### config.mk
export PLATFORM = sky130hd
export DESIGN_NAME = arcd_decoder
export DESIGN_NICKNAME = d
export VERILOG_FILES = /design/src/arcd_pkg.sv /design/src/arcd_decoder.sv
export SDC_FILE = /design/constraint.sdc
export NUM_CORES = 1
export LEC_CHECK = 0
export BUFFER_PORTS_ARGS = -buffer_cell sky130_fd_sc_hd__buf_2
export CAP_MARGIN = 20
export CORE_MARGIN = 10
export CORE_UTILIZATION = 47
export DETAILED_ROUTE_END_ITERATION = 10
export GPL_TIMING_DRIVEN = 0
export PLACE_DENSITY = 0.81
export RECOVER_POWER = 100
export SLEW_MARGIN = 30
export SYNTH_ARGS = -nofsm -noshare
export SYNTH_HDL_FRONTEND = slang
export SYNTH_SLANG_ARGS = --single-unit
### constraint.sdc
create_clock -name sys_clk -period 2.5 [get_ports sys_clk]
set_input_delay 0.75 -clock sys_clk [delete_from_list [all_inputs] [get_ports sys_clk]]
set_output_delay 0.75 -clock sys_clk [all_outputs]
set_load 0.01 [all_outputs]
### src/arcd_pkg.sv
// Package: command word layout, register codes and configuration field layout
package arcd_pkg;

    // Command word field positions
    localparam int CMD_WR_BIT      = 15;
    localparam int CMD_SEL_HI      = 14;
    localparam int CMD_SEL_LO      = 9;
    localparam int CMD_DATA_HI     = 8;
    localparam int CMD_STACK_BIT   = 14;

    // Lower register-select codes with the stack bit clear
    localparam logic [4:0] SEL_CONV    = 5'h00;
    localparam logic [4:0] SEL_RSVD    = 5'h01;
    localparam logic [4:0] SEL_CONFIG  = 5'h02;
    localparam logic [4:0] SEL_CHANNEL = 5'h03;
    localparam logic [4:0] SEL_RANGE_FIRST = 5'h04;
    localparam logic [4:0] SEL_RANGE_LAST  = 5'h07;
    localparam logic [4:0] SEL_STATUS  = 5'h08;

    // Configuration register address, reset value and field positions
    localparam logic [5:0] ADDR_ACQUISITION_CONFIG = 6'h02;
    localparam logic [8:0] CONFIG_RESET            = 9'h000;
    localparam int CFG_RSVD_BIT  = 8;
    localparam int CFG_SELF_DETECT_FAIL_FLAG_BIT  = 7;
    localparam int CFG_BURST_BIT = 6;
    localparam int CFG_SEQ_BIT   = 5;
    localparam int CFG_OS_HI     = 4;
    localparam int CFG_OS_LO     = 2;
    localparam int CFG_STAT_BIT  = 1;
    localparam int CFG_CRC_BIT   = 0;
    localparam logic [2:0] OS_DISABLED = 3'h0;

    // Sequencer stack depth
    localparam int STACK_LAYERS = 32;

    // Decoded command word
    typedef struct packed {
        logic       write_not_read;
        logic [5:0] register_select;
        logic [8:0] data;
    } arcd_cmd_s;

    // Writable configuration fields
    typedef struct packed {
        logic       burst_enable_bit;
        logic       sequencer_enable_bit;
        logic [2:0] oversample_ratio;
        logic       status_append_enable;
        logic       checksum_append_enable;
    } arcd_cfg_s;

    // Register write forwarded to storage outside this block
    typedef struct packed {
        logic       valid;
        logic [5:0] register_select;
        logic [8:0] data;
    } arcd_wr_s;

    // Sequencer and readout states
    typedef enum logic [1:0] {
        ARCD_SEQ_IDLE,
        ARCD_SEQ_CONVERT
    } arcd_seq_e;

    typedef enum logic [1:0] {
        ARCD_RD_REG,
        ARCD_RD_CONV_A,
        ARCD_RD_CONV_B,
        ARCD_RD_STATUS
    } arcd_rd_e;

endpackage

### src/arcd_decoder.sv
// Register command decoder, configuration register and conversion sequencing control
`timescale 1ns/1ps

module arcd_decoder #(
    parameter int LAYERS = 32
) (
    input  wire logic                  sys_clk,
    input  wire logic                  reset,
    input  wire logic                  clk_en,
    input  wire logic                  software_mode,
    input  wire logic                  self_detect_fail_flag,
    input  wire logic                  cmd_valid,
    input  wire logic [15:0]           cmd_word,
    input  wire logic                  read_strobe,
    output logic [15:0]                read_data,
    output logic                       read_valid,
    output arcd_pkg::arcd_wr_s         ext_write,
    output logic [5:0]                 ext_read_select,
    input  wire logic [8:0]            ext_read_data,
    input  wire logic [15:0]           status_word,
    input  wire logic [15:0]           conv_result_a,
    input  wire logic [15:0]           conv_result_b,
    input  wire logic                  convert_trigger,
    input  wire logic [LAYERS-1:0]     stack_end_mark,
    input  wire logic                  pair_done,
    output logic                       pair_convert,
    output logic [4:0]                 layer_index,
    output logic [2:0]                 oversample_code,
    output logic                       append_status
);
    import arcd_pkg::*;

    arcd_cmd_s cmd;
    arcd_cfg_s cfg, next_cfg;
    arcd_wr_s  next_ext_write;
    logic      sel_stack;
    logic [4:0] sel_low;

    // Command word split into its fields
    // field split
    assign cmd       = arcd_cmd_s'(cmd_word);
    assign sel_stack = cmd_word[CMD_STACK_BIT];
    assign sel_low   = cmd.register_select[4:0];

    // Effective configuration: every option acts as off outside software mode; register readback shows the stored cfg
    arcd_cfg_s eff;
    assign eff = software_mode ? cfg : arcd_cfg_s'(0);

    // Configuration write decode
    always_comb begin
        next_cfg = cfg;
        if (cmd_valid && cmd.write_not_read && cmd.register_select == ADDR_ACQUISITION_CONFIG) begin
            next_cfg.burst_enable_bit       = cmd.data[CFG_BURST_BIT];
            next_cfg.sequencer_enable_bit   = cmd.data[CFG_SEQ_BIT];
            next_cfg.oversample_ratio       = cmd.data[CFG_OS_HI:CFG_OS_LO];
            next_cfg.status_append_enable   = cmd.data[CFG_STAT_BIT];
            next_cfg.checksum_append_enable = cmd.data[CFG_CRC_BIT];
        end
    end

    // Writes to registers held outside: channel, ranges and stack
    always_comb begin
        next_ext_write                 = '0;
        next_ext_write.register_select = cmd.register_select;
        next_ext_write.data            = cmd.data;
        if (cmd_valid && cmd.write_not_read) begin
            if (sel_stack) begin
                next_ext_write.valid = 1'b1;
            end else if (sel_low >= SEL_CHANNEL && sel_low <= SEL_RANGE_LAST) begin
                next_ext_write.valid = 1'b1;
            end
        end
    end

    // Configuration and forwarded write registers
    always_ff @(posedge sys_clk or posedge reset) begin
        if (reset) begin
            cfg       <= arcd_cfg_s'(CONFIG_RESET[6:0]);
            ext_write <= '0;
        end else if (clk_en) begin
            cfg       <= next_cfg;
            ext_write <= next_ext_write;
        end
    end

    // Readout: pending register select and conversion word phase
    arcd_rd_e   rd_state, next_rd_state;
    logic [5:0] rd_sel, next_rd_sel;
    logic [15:0] next_read_data;
    logic       next_read_valid;
    logic [8:0] cfg_view;

    // Readable view of configuration, flag bit live from the self-test logic
    // read-only flag
    assign cfg_view = {1'b0, self_detect_fail_flag, cfg};
    assign ext_read_select = rd_sel;

    always_comb begin
        next_rd_state   = rd_state;
        next_rd_sel     = rd_sel;
        next_read_data  = read_data;
        next_read_valid = 1'b0;
        // A read operation is served first, then a new command may redirect the next one
        if (read_strobe) begin
            next_read_valid = 1'b1;
            unique case (rd_state)
                ARCD_RD_REG: begin
                    if (rd_sel == ADDR_ACQUISITION_CONFIG) begin
                        next_read_data = {1'b0, rd_sel, cfg_view};
                    end else if (rd_sel == {1'b0, SEL_STATUS}) begin
                        next_read_data = status_word;
                    end else if (rd_sel[5] || (rd_sel[4:0] >= SEL_CHANNEL && rd_sel[4:0] <= SEL_RANGE_LAST)) begin
                        next_read_data = {1'b0, rd_sel, ext_read_data};
                    end else begin
                        next_read_data = {1'b0, rd_sel, 9'h000};
                    end
                end
                ARCD_RD_CONV_A: begin
                    next_read_data = conv_result_a;
                    next_rd_state  = ARCD_RD_CONV_B;
                end
                ARCD_RD_CONV_B: begin
                    next_read_data = conv_result_b;
                    next_rd_state  = (eff.status_append_enable || eff.checksum_append_enable) ?
                                     ARCD_RD_STATUS : ARCD_RD_CONV_A;
                end
                ARCD_RD_STATUS: begin
                    next_read_data = status_word;
                    next_rd_state  = ARCD_RD_CONV_A;
                end
            endcase
        end
        if (cmd_valid && !cmd.write_not_read) begin
            next_rd_sel = cmd.register_select;
            if (sel_low == SEL_CONV && !sel_stack) begin
                next_rd_state = ARCD_RD_CONV_A;
            end else begin
                next_rd_state = ARCD_RD_REG;
            end
        end
    end

    always_ff @(posedge sys_clk or posedge reset) begin
        if (reset) begin
            rd_state   <= ARCD_RD_CONV_A;
            rd_sel     <= '0;
            read_data  <= '0;
            read_valid <= 1'b0;
        end else if (clk_en) begin
            rd_state   <= next_rd_state;
            rd_sel     <= next_rd_sel;
            read_data  <= next_read_data;
            read_valid <= next_read_valid;
        end
    end

    // Convert trigger comes from a pin: two flip-flops before any logic reads it
    logic trig_meta, trig_sync, trig_last;
    always_ff @(posedge sys_clk or posedge reset) begin
        if (reset) begin
            trig_meta <= 1'b0;
            trig_sync <= 1'b0;
            trig_last <= 1'b0;
        end else if (clk_en) begin
            trig_meta <= convert_trigger;
            trig_sync <= trig_meta;
            trig_last <= trig_sync;
        end
    end

    logic trig_rise;
    assign trig_rise = trig_sync && !trig_last;

    // Sequencer: one pair per trigger, or a whole stack pass when burst and sequencer are both enabled
    arcd_seq_e  seq_state, next_seq_state;
    logic [4:0] next_layer;
    logic       next_pair_convert;
    logic       at_end;

    assign at_end = stack_end_mark[layer_index] || layer_index == 5'(LAYERS - 1);

    always_comb begin
        next_seq_state    = seq_state;
        next_layer        = layer_index;
        next_pair_convert = 1'b0;
        unique case (seq_state)
            ARCD_SEQ_IDLE: begin
                if (trig_rise) begin
                    next_pair_convert = 1'b1;
                    next_seq_state    = ARCD_SEQ_CONVERT;
                end
                if (!eff.sequencer_enable_bit) begin
                    next_layer = '0;
                end
            end
            ARCD_SEQ_CONVERT: begin
                if (pair_done) begin
                    next_seq_state = ARCD_SEQ_IDLE;
                    if (eff.sequencer_enable_bit) begin
                        next_layer = at_end ? 5'h00 : layer_index + 5'h01;
                        if (eff.burst_enable_bit && !at_end) begin
                            next_pair_convert = 1'b1;
                            next_seq_state    = ARCD_SEQ_CONVERT;
                        end
                    end
                end
            end
            default: next_seq_state = ARCD_SEQ_IDLE;
        endcase
    end

    always_ff @(posedge sys_clk or posedge reset) begin
        if (reset) begin
            seq_state    <= ARCD_SEQ_IDLE;
            layer_index  <= '0;
            pair_convert <= 1'b0;
        end else if (clk_en) begin
            seq_state    <= next_seq_state;
            layer_index  <= next_layer;
            pair_convert <= next_pair_convert;
        end
    end

    // Oversampling code and append flag to the conversion and readout logic
    // ratio code out
    assign oversample_code = eff.oversample_ratio;
    assign append_status   = eff.status_append_enable || eff.checksum_append_enable;

endmodule

==> results.txt, run 1 <==
The final instance count without filler cells came out at 559. The count of final hold-check violations came out at 0. The netlist uses 54 different library cells. The critical path is of the flop to flop type. Data on the critical path arrives at its endpoint at 2.52 ns.

The initial core utilization is 49.0%. The area growth from synthesis to layout is 31.7%. The number of core rows is 30.

The overall overflow remaining after global route is 0. The via count of the first global-routing pass is 3,378. Summing all non-filler instances in the final layout gives an area of 0.00443 mm2. The setup TNS is 0 ns. The detailed-route wire length came out at around 11,000 um.

The H-tree was split into 3 levels. The remaining routing DRC violations is 0. The clock-pin slew of the registers on the worst-case setup and hold paths came out at 0.07 ns. The worst setup path is captured at a flop. The peak supply drop is between 0.5 and 0.6 mV. The measured slew at the worst slew-check pin came out at 0.967 ns. The die covers 0.0109 mm2.

The initial DRC count is 196. The placed instances occupy a cell area of roughly 0.0043 mm2. By instance count, the leading cell after synthesis is dfrtp_1. The worst-case register-to-register setup slack came out at between 0.15 and 0.2 ns. The net count of the mapped netlist came out at 400. The number of clock sinks is 58. The number of nets in the layout is between 500 and 600. The CTS buffer count came out at 9.

The maximum number of pins on one net before global-route repair is 39. The via total after detailed routing is 3,053. The number of enable-type register cells in the synthesized netlist is 0. The detailed-route vias per instance is 5.46. The endpoint identified for the worst register-to-register timing path is read_data[15]. The biggest area contributor in the post-synthesis netlist is dfrtp_1. The number of gates resized after CTS was 0.

The worst register-to-register path has a depth of 6. Max-cap violations in this run came to 0. The worst setup path is launched from a flop.

The number of cells after detailed placement is roughly 540. The worst register-to-register path begins at ext_read_select[5]. The total count of max-transition violations in the final report is 0. No sink is reached through more buffers than the 2 on the longest clock path. The total setup buffers inserted after CTS is 0. CTS placed an instance of clkbuf_8 at the clock tree root. The TritonCTS clock tree is built. Global routing consumed, over all layers together, 19.9% of the routing resources. The critical path ends at read_data[15]. Based on the critical path, the design can be clocked at up to 433 MHz. In the synthesized netlist, the cells that appear most often are 57 x dfrtp_1, 45 x mux2_2, 18 x nand2_1. The fraction of layout instances using a drive strength above 1 came out at 44.2%.

STA puts the critical path data required time at 2.71 ns. The worst relative slew slack is between 30 and 40%. The flow ran to the end, and the final reports show no timing, DRC or antenna violations. A synthesized cell averages 11.8 um2. After synthesis, the cell types taking the most area are dfrtp_1 42%, mux2_2 15%, mux4_2 7.4%. Routability-driven placement finished with a final weighted congestion of between 0.8 and 0.9. The share of synthesized flip-flops with an asynchronous set or reset is 100%. The core box area is just under 0.007 mm2.

The area share of the largest cell type after synthesis is between 40% and 50%. The minimum period implied by the final worst setup slack is 2.31 ns. The worst hold path was traced through 2 stages.

The number of nets still failing antenna checks after routing came out at 0. 163 I/O pins were placed. The initial antenna violation count came out at 1. The insertion delay to the later sink of the worst-skew pair came out at ~0.33 ns. The critical path startpoint is ext_read_select[5]. The count of buffers added on input and output ports is ~160. The total of hold buffers inserted after clock tree synthesis came out at 0. The part of the cycle the worst path needs is between 90% and 100%. In this run the horizontal extent of the chip is 105 um. Setup repair after global routing left no endpoint under its margin. The synthesized area is roughly 0.0034 mm2. The leakage dissipation came out at 2.02 nW. Once detailed placement completed, the half-perimeter wirelength came to roughly 9000 um. The number of iterations in the first detailed-routing pass came out at 7. Dividing the detail-routed wire length by the instance count gives 19.8 um. The total power divided by cell area came out at 642 mW/mm2. The clock skew after layout is 0.00680 ns. The post-synthesis cell count came out at 284. The synthesized design contains 58 register bits. From bottom edge to top edge, the die measures 105 um.

The number of warnings issued by yosys is 0. The top fanout value on the critical path came out at 9. The commonest register cell after synthesis is dfrtp_1. The tightest min-delay check is of the flop to flop type. The number of failing setup endpoints in the final timing report is 0. The first-pass GRT wire length came out at around 18,000 um. The final worst hold slack is roughly 0.49 ns. The register area share after synthesis is 43.2%.
==> cell usage in the layout, fill, tap and decap left out, drive strengths merged, types with 2 or more instances in the layout <==
cell type	count
clkinv	2
a21oi	10
o21ai	13
mux2	45
clkbuf	67
and2b	2
a222oi	9
o31ai	4
dfrtp	57
mux2i	16
mux4	12
nand3	10
a221oi	3
buf	120
ha	2
nand2	19
and2	3
o311ai	2
inv	16
or4	2
a22oi	5
clkinvlp	3
nor2b	2
nor2	7
or3	4
nand2b	4
nor3b	2
nor3	2
nand4	2
==> report_power, final <==
part | internal (mW) | leakage (nW) | switching (mW)
Combinational | 0.393 | 1.20 | 0.419
Sequential | 1.08 | 0.726 | 0.104
Clock | 0.478 | 0.0942 | 0.372
==> flip-flops by register name, summed over array words and instances (netlist names) <==
name             flops
layer_index          5
trig_meta            1
ext_read_select      6
pair_convert         1
read_valid           1
seq_state            1
ext_write           16
trig_last            1
trig_sync            1
cfg                  7
read_data           16
rd_state             2
==> layout make-up <==
cell class	count	area (um2)
Clock inverter	5	55.1
Sequential cell	58	1450
Tap cell	96	120
Antenna cell	1	2.50
Timing Repair Buffer	163	753
Buffer	14	113
Inverter	17	65.1
Fill cell	624	2440
Multi-Input combinational cell	195	1730
Clock buffer	10	138
==> layer usage <==
| metal | share of wire [%] | GRT usage, % | wire length, um | vias up |
|---|---|---|---|---|
| li1 | - | - | - | 1429 |
| met1 | 41 | 23.7 | 4560 | 1485 |
| met2 | 50 | 34.0 | 5560 | 120 |
| met3 | 6.1 | 4.79 | 671 | 19 |
| met4 | 2.3 | 7.55 | 257 | 0 |
| met5 | 0 | 0 | 0 | - |
==> cell families (layout without fill, tap and decap cells) <==
| group | after synthesis | in the layout | synth area share [%] |
|---|---|---|---|
| and+or+nand+nor | 63 | 63 | 10.7 |
| AOI/OAI and AO/OA | 57 | 57 | 12.2 |
| DFF | 58 | 58 | 43.2 |
| adders and majority gates | 2 | 2 | 0.744 |
| other | 0 | 1 | 0 |
| buffers and inverters | 31 | 209 | 5.24 |
| muxes | 73 | 73 | 28.0 |
==> worst min path at each step <==
stage / startpoint / to / slack (ns)
after floorplan: trig_last / trig_last / 0.47
after global placement: read_data[14] / read_data[14] / 0.46
after detailed placement: read_data[11] / read_data[11] / 0.48
after CTS: reset / layer_index[3] / 0.36
after global routing: trig_meta / trig_sync / 0.52
final: read_data[14] / read_data[14] / 0.49
==> through the flow <==
step	utilization (%)	total power [mW]	setup WS [ns]
after floorplan	-	1.69	0.324
after global placement	62.5	2.01	-0.438
after detailed placement	62.9	2.05	0.142
after CTS	65.7	2.90	0.215
after global routing	64.5	3.00	0.0443
final	64.5	2.84	0.189
==> critical path, stage by stage, from the launching register on <==
cell and delay (ns):
dfrtp_1 0.43, or4_4 0.60, nor3b_4 0.42, or3_2 0.25, nor2b_1 0.09, a222oi_1 0.28, o21ai_0 0.11
(Power assumes the default switching activity.)
==> run 2, diff against run 1 <==
- CORE_ASPECT_RATIO: not set -> 1.75
- clock period: 2.5 -> 2.3 ns (I/O delays scaled with it)
==> run 2 against run 1 <==
Register-to-register slack lost 0.11 ns. Utilization grew 0.94 points. Hold slack lost 0.14 ns. Die area grew 1.2%. Final area grew 2.0%. Total power grew 18%. Fmax grew 3.9%. Flip-flop and latch count is the same. Critical path type unchanged. Critical endpoint is now layer_index[2]. Largest cell class unchanged.
==> results.txt, run 2 (synthesized netlist as in run 1, its figures left out) <==
The flow ran to the end, and the final reports show no timing, DRC or antenna violations. The die span in x is 84.0 um (-20%). The total design power is 3.35 mW (+18%).

The first-pass GRT wire length is 18,200 um (+2.3%). The via count of the first global-routing pass came to 3,531 (+4.5%). The total half-perimeter wirelength after legalization and detailed placement is 9230 um (+2.6%). The final weighted congestion of routability-driven global placement came to 0.920 (+5.4%). The detailed-route vias per instance was 5.79 (+6.0%). The largest buffer count on any clock path came out at 2 (unchanged).

The total count of max-transition violations in the final report is 0 (unchanged). The sequential share of power is 38.5% (-3.1 points). The clock-pin slew of the registers on the worst-case setup and hold paths came out at 0.05 ns (-0.02 ns). The minimum period implied by the final worst setup slack is 2.22 ns (-0.0861 ns). The count of maximum capacitance violations came out at 0 (unchanged). The initial antenna violation count was 2 (+1). The final core utilization is 65.5% (+0.94 points). The detailed-route wire length came out at 11,500 um (+4.4%). The post-detailed-route wirelength per cell was 21.0 um (+6.0%). The number of port buffers is 162 (unchanged). The area of combinational cells with multiple inputs came to 0.00174 mm2 (+0.51%). The setup TNS came out at 0 ns (unchanged).

The data arrival time of the critical path came to 2.41 ns (-0.11 ns). The number of top-level pins came out at 163 (unchanged). The critical path startpoint category is a flop. The maximum number of pins on one net before global-route repair came out at 50 (+28%). The clock skew after layout came out at 0.00318 ns (-0.00361 ns). The total power divided by cell area came out at 741 mW/mm2 (+16%).

The number of clock sinks is 58 (unchanged). The leakage dissipation is 2.07 nW (+2.6%). The part of the cycle the worst path needs is 96.7% (+4.3 points). The via total after detailed routing is 3,191 (+4.5%). Leaving out fill and tap cells, the most frequent cell in the layout is buf_2. The final worst slack came out at 0.0752 ns (-0.114 ns). The die extent in y is 132 um (+26%). The area occupied by registers is 0.00145 mm2 (about the same). The net switching power is 0.997 mW (+11%).

The required arrival time at the worst endpoint is 2.49 ns (-0.22 ns). The worst relative slew slack came to 19.3% (-16 points). The TritonCTS clock tree is built. The worst-path cell with the longest stage delay is dfrtp_1. The remaining routing DRC violations came out at 0 (unchanged). The top fanout value on the critical path came to 10 (+1). The insertion delay to the later sink of the worst-skew pair came out at 0.32 ns (about the same).

The count of final hold-check violations is 0 (unchanged). The largest registers in the layout are ext_write: 16 flops, read_data: 16 flops, cfg: 7 flops. The fraction of layout instances using a drive strength above 1 is 44.5% (+0.36 points). The number of nets in the layout is 578 (+0.70%). The number of nets still failing antenna checks after routing is 0 (unchanged). The peak supply drop is 0.555 mV (+6.5%). The die footprint came out at 0.0111 mm2 (+1.2%). STA classifies the critical path endpoint as a flop.

Setup repair after global routing left no endpoint under its margin. The overall overflow remaining after global route is 0 (unchanged). The fraction of power consumed by the clock network is 34.1% (+4.2 points). The initial core utilization is 48.7% (-0.27 points). The number of failing setup endpoints in the final timing report is 0 (unchanged). The number of fill cells in the layout came to 580 (-7.1%). The area growth from synthesis to layout came out at 34.4%.

The maximum single-stage delay on the critical path was 0.39 ns (-0.21 ns). The number of iterations in the first detailed-routing pass was 9 (+2). The initial DRC count is 220 (+12%). The global-route usage over all layers is 20.1% (+0.24 points). The number of H-tree levels came to 3 (unchanged).

The total of hold buffers inserted after clock tree synthesis came out at 0 (unchanged). The post-placement worst setup slack came out at -0.0221 ns (-0.164 ns). The measured slew at the worst slew-check pin came out at 1.21 ns (+0.243 ns). The critical path in this run is classified as flop to flop. Leaving out fill and tap cells, the most frequent cells in the layout are 118 x buf_2, 56 x clkbuf_1, 56 x dfrtp_1. The root buffer cell chosen for the clock tree is clkbuf_16.

The min-delay analysis places its worst path in the category primary input to async pin. The switching part of the total power came out at 29.7% (-1.7 points). The fmax is 449 MHz (+3.9%).

The internal power of the cells is 2.35 mW (+21%). The core box area came out at 0.00691 mm2 (+0.55%). The CTS buffer count came out at 9 (unchanged). The critical path goes through buf_6 > buf_6 > mux2i_1 > nand3_1 > nand3_1 > nand4_1 > or2_2 > o311ai_0. The number of core rows came out at 40 (+33%). The proportion of power drawn by combinational gates is 27.4% (-1.2 points).
run 2: cell count changes in the layout (fill, tap and decap cells not counted), moves of 2 or more:
cell,delta
clkinvlp_4,-2
clkbuf_1,+3
clkbuf_16,+9
buf_4,+3
clkbuf_8,-9
buf_2,+3
clkinv_2,-2
run 2: final timing paths:
kind	cells past startpoint	slack (ns)	startpoint	end
min in group sys_clk	2	0.48	read_data[15]	read_data[15]
min	2	0.35	reset	layer_index[2]
max	8	0.08	layer_index[0]	layer_index[2]
max reg2reg	8	0.08	layer_index[0]	layer_index[2]
min reg2reg	2	0.48	read_data[15]	read_data[15]
max in group asynchronous	3	0.38	reset	ext_read_select[4]
run 2: layout make-up:
cell class	instances	share of cell area (%)
inverter	17	1.44
clock buffer	14	5.62
antenna	2	0.111
multi-input combinational	195	38.5
sequential	58	32.2
tap	84	2.32
timing repair buffer	167	17.3
buffer	14	2.49
run 2: what timing repair did:
action	CTS	global route
setup buffers	2	2
setup endpoints to repair	2	12
pin swaps	1	2
resized for setup	0	5
run 2: per-layer routing:
layer | routed length [um] | track usage (%)
met1 | 3920 | 20.2
met2 | 6050 | 35.3
met3 | 1030 | 5.82
met4 | 536 | 12.4
met5 | 0 | 0
run 2: per-stage QoR:
stage | cell area, um2 | hold WS (ns) | instances
final | 4520 | 0.353 | 551
after floorplan | 3360 | 0.471 | 284
after global routing | 4520 | 0.390 | 551
after global placement | 4280 | 0.461 | 530
after CTS | 4580 | 0.274 | 547
after detailed placement | 4310 | 0.466 | 531
run 2: power by group through the flow:
stage / clock network (mW) / logic (mW) / registers [mW]
after floorplan: 0 / 0.495 / 1.34
after global placement: 0 / 0.909 / 1.29
after detailed placement: 0 / 0.945 / 1.30
after CTS: 1.16 / 0.956 / 1.28
after global routing: 1.21 / 0.999 / 1.31
final: 1.14 / 0.919 / 1.29
run 2: worst max-delay path, delay by kind of cell, from the launching register on:
kind | cells | cell delay (ns)
muxes | 1 | 0.25
and+or+nand+nor | 4 | 0.72
DFF | 1 | 0.39
buffers and inverters | 2 | 0.37
AOI/OAI and AO/OA | 1 | 0.34
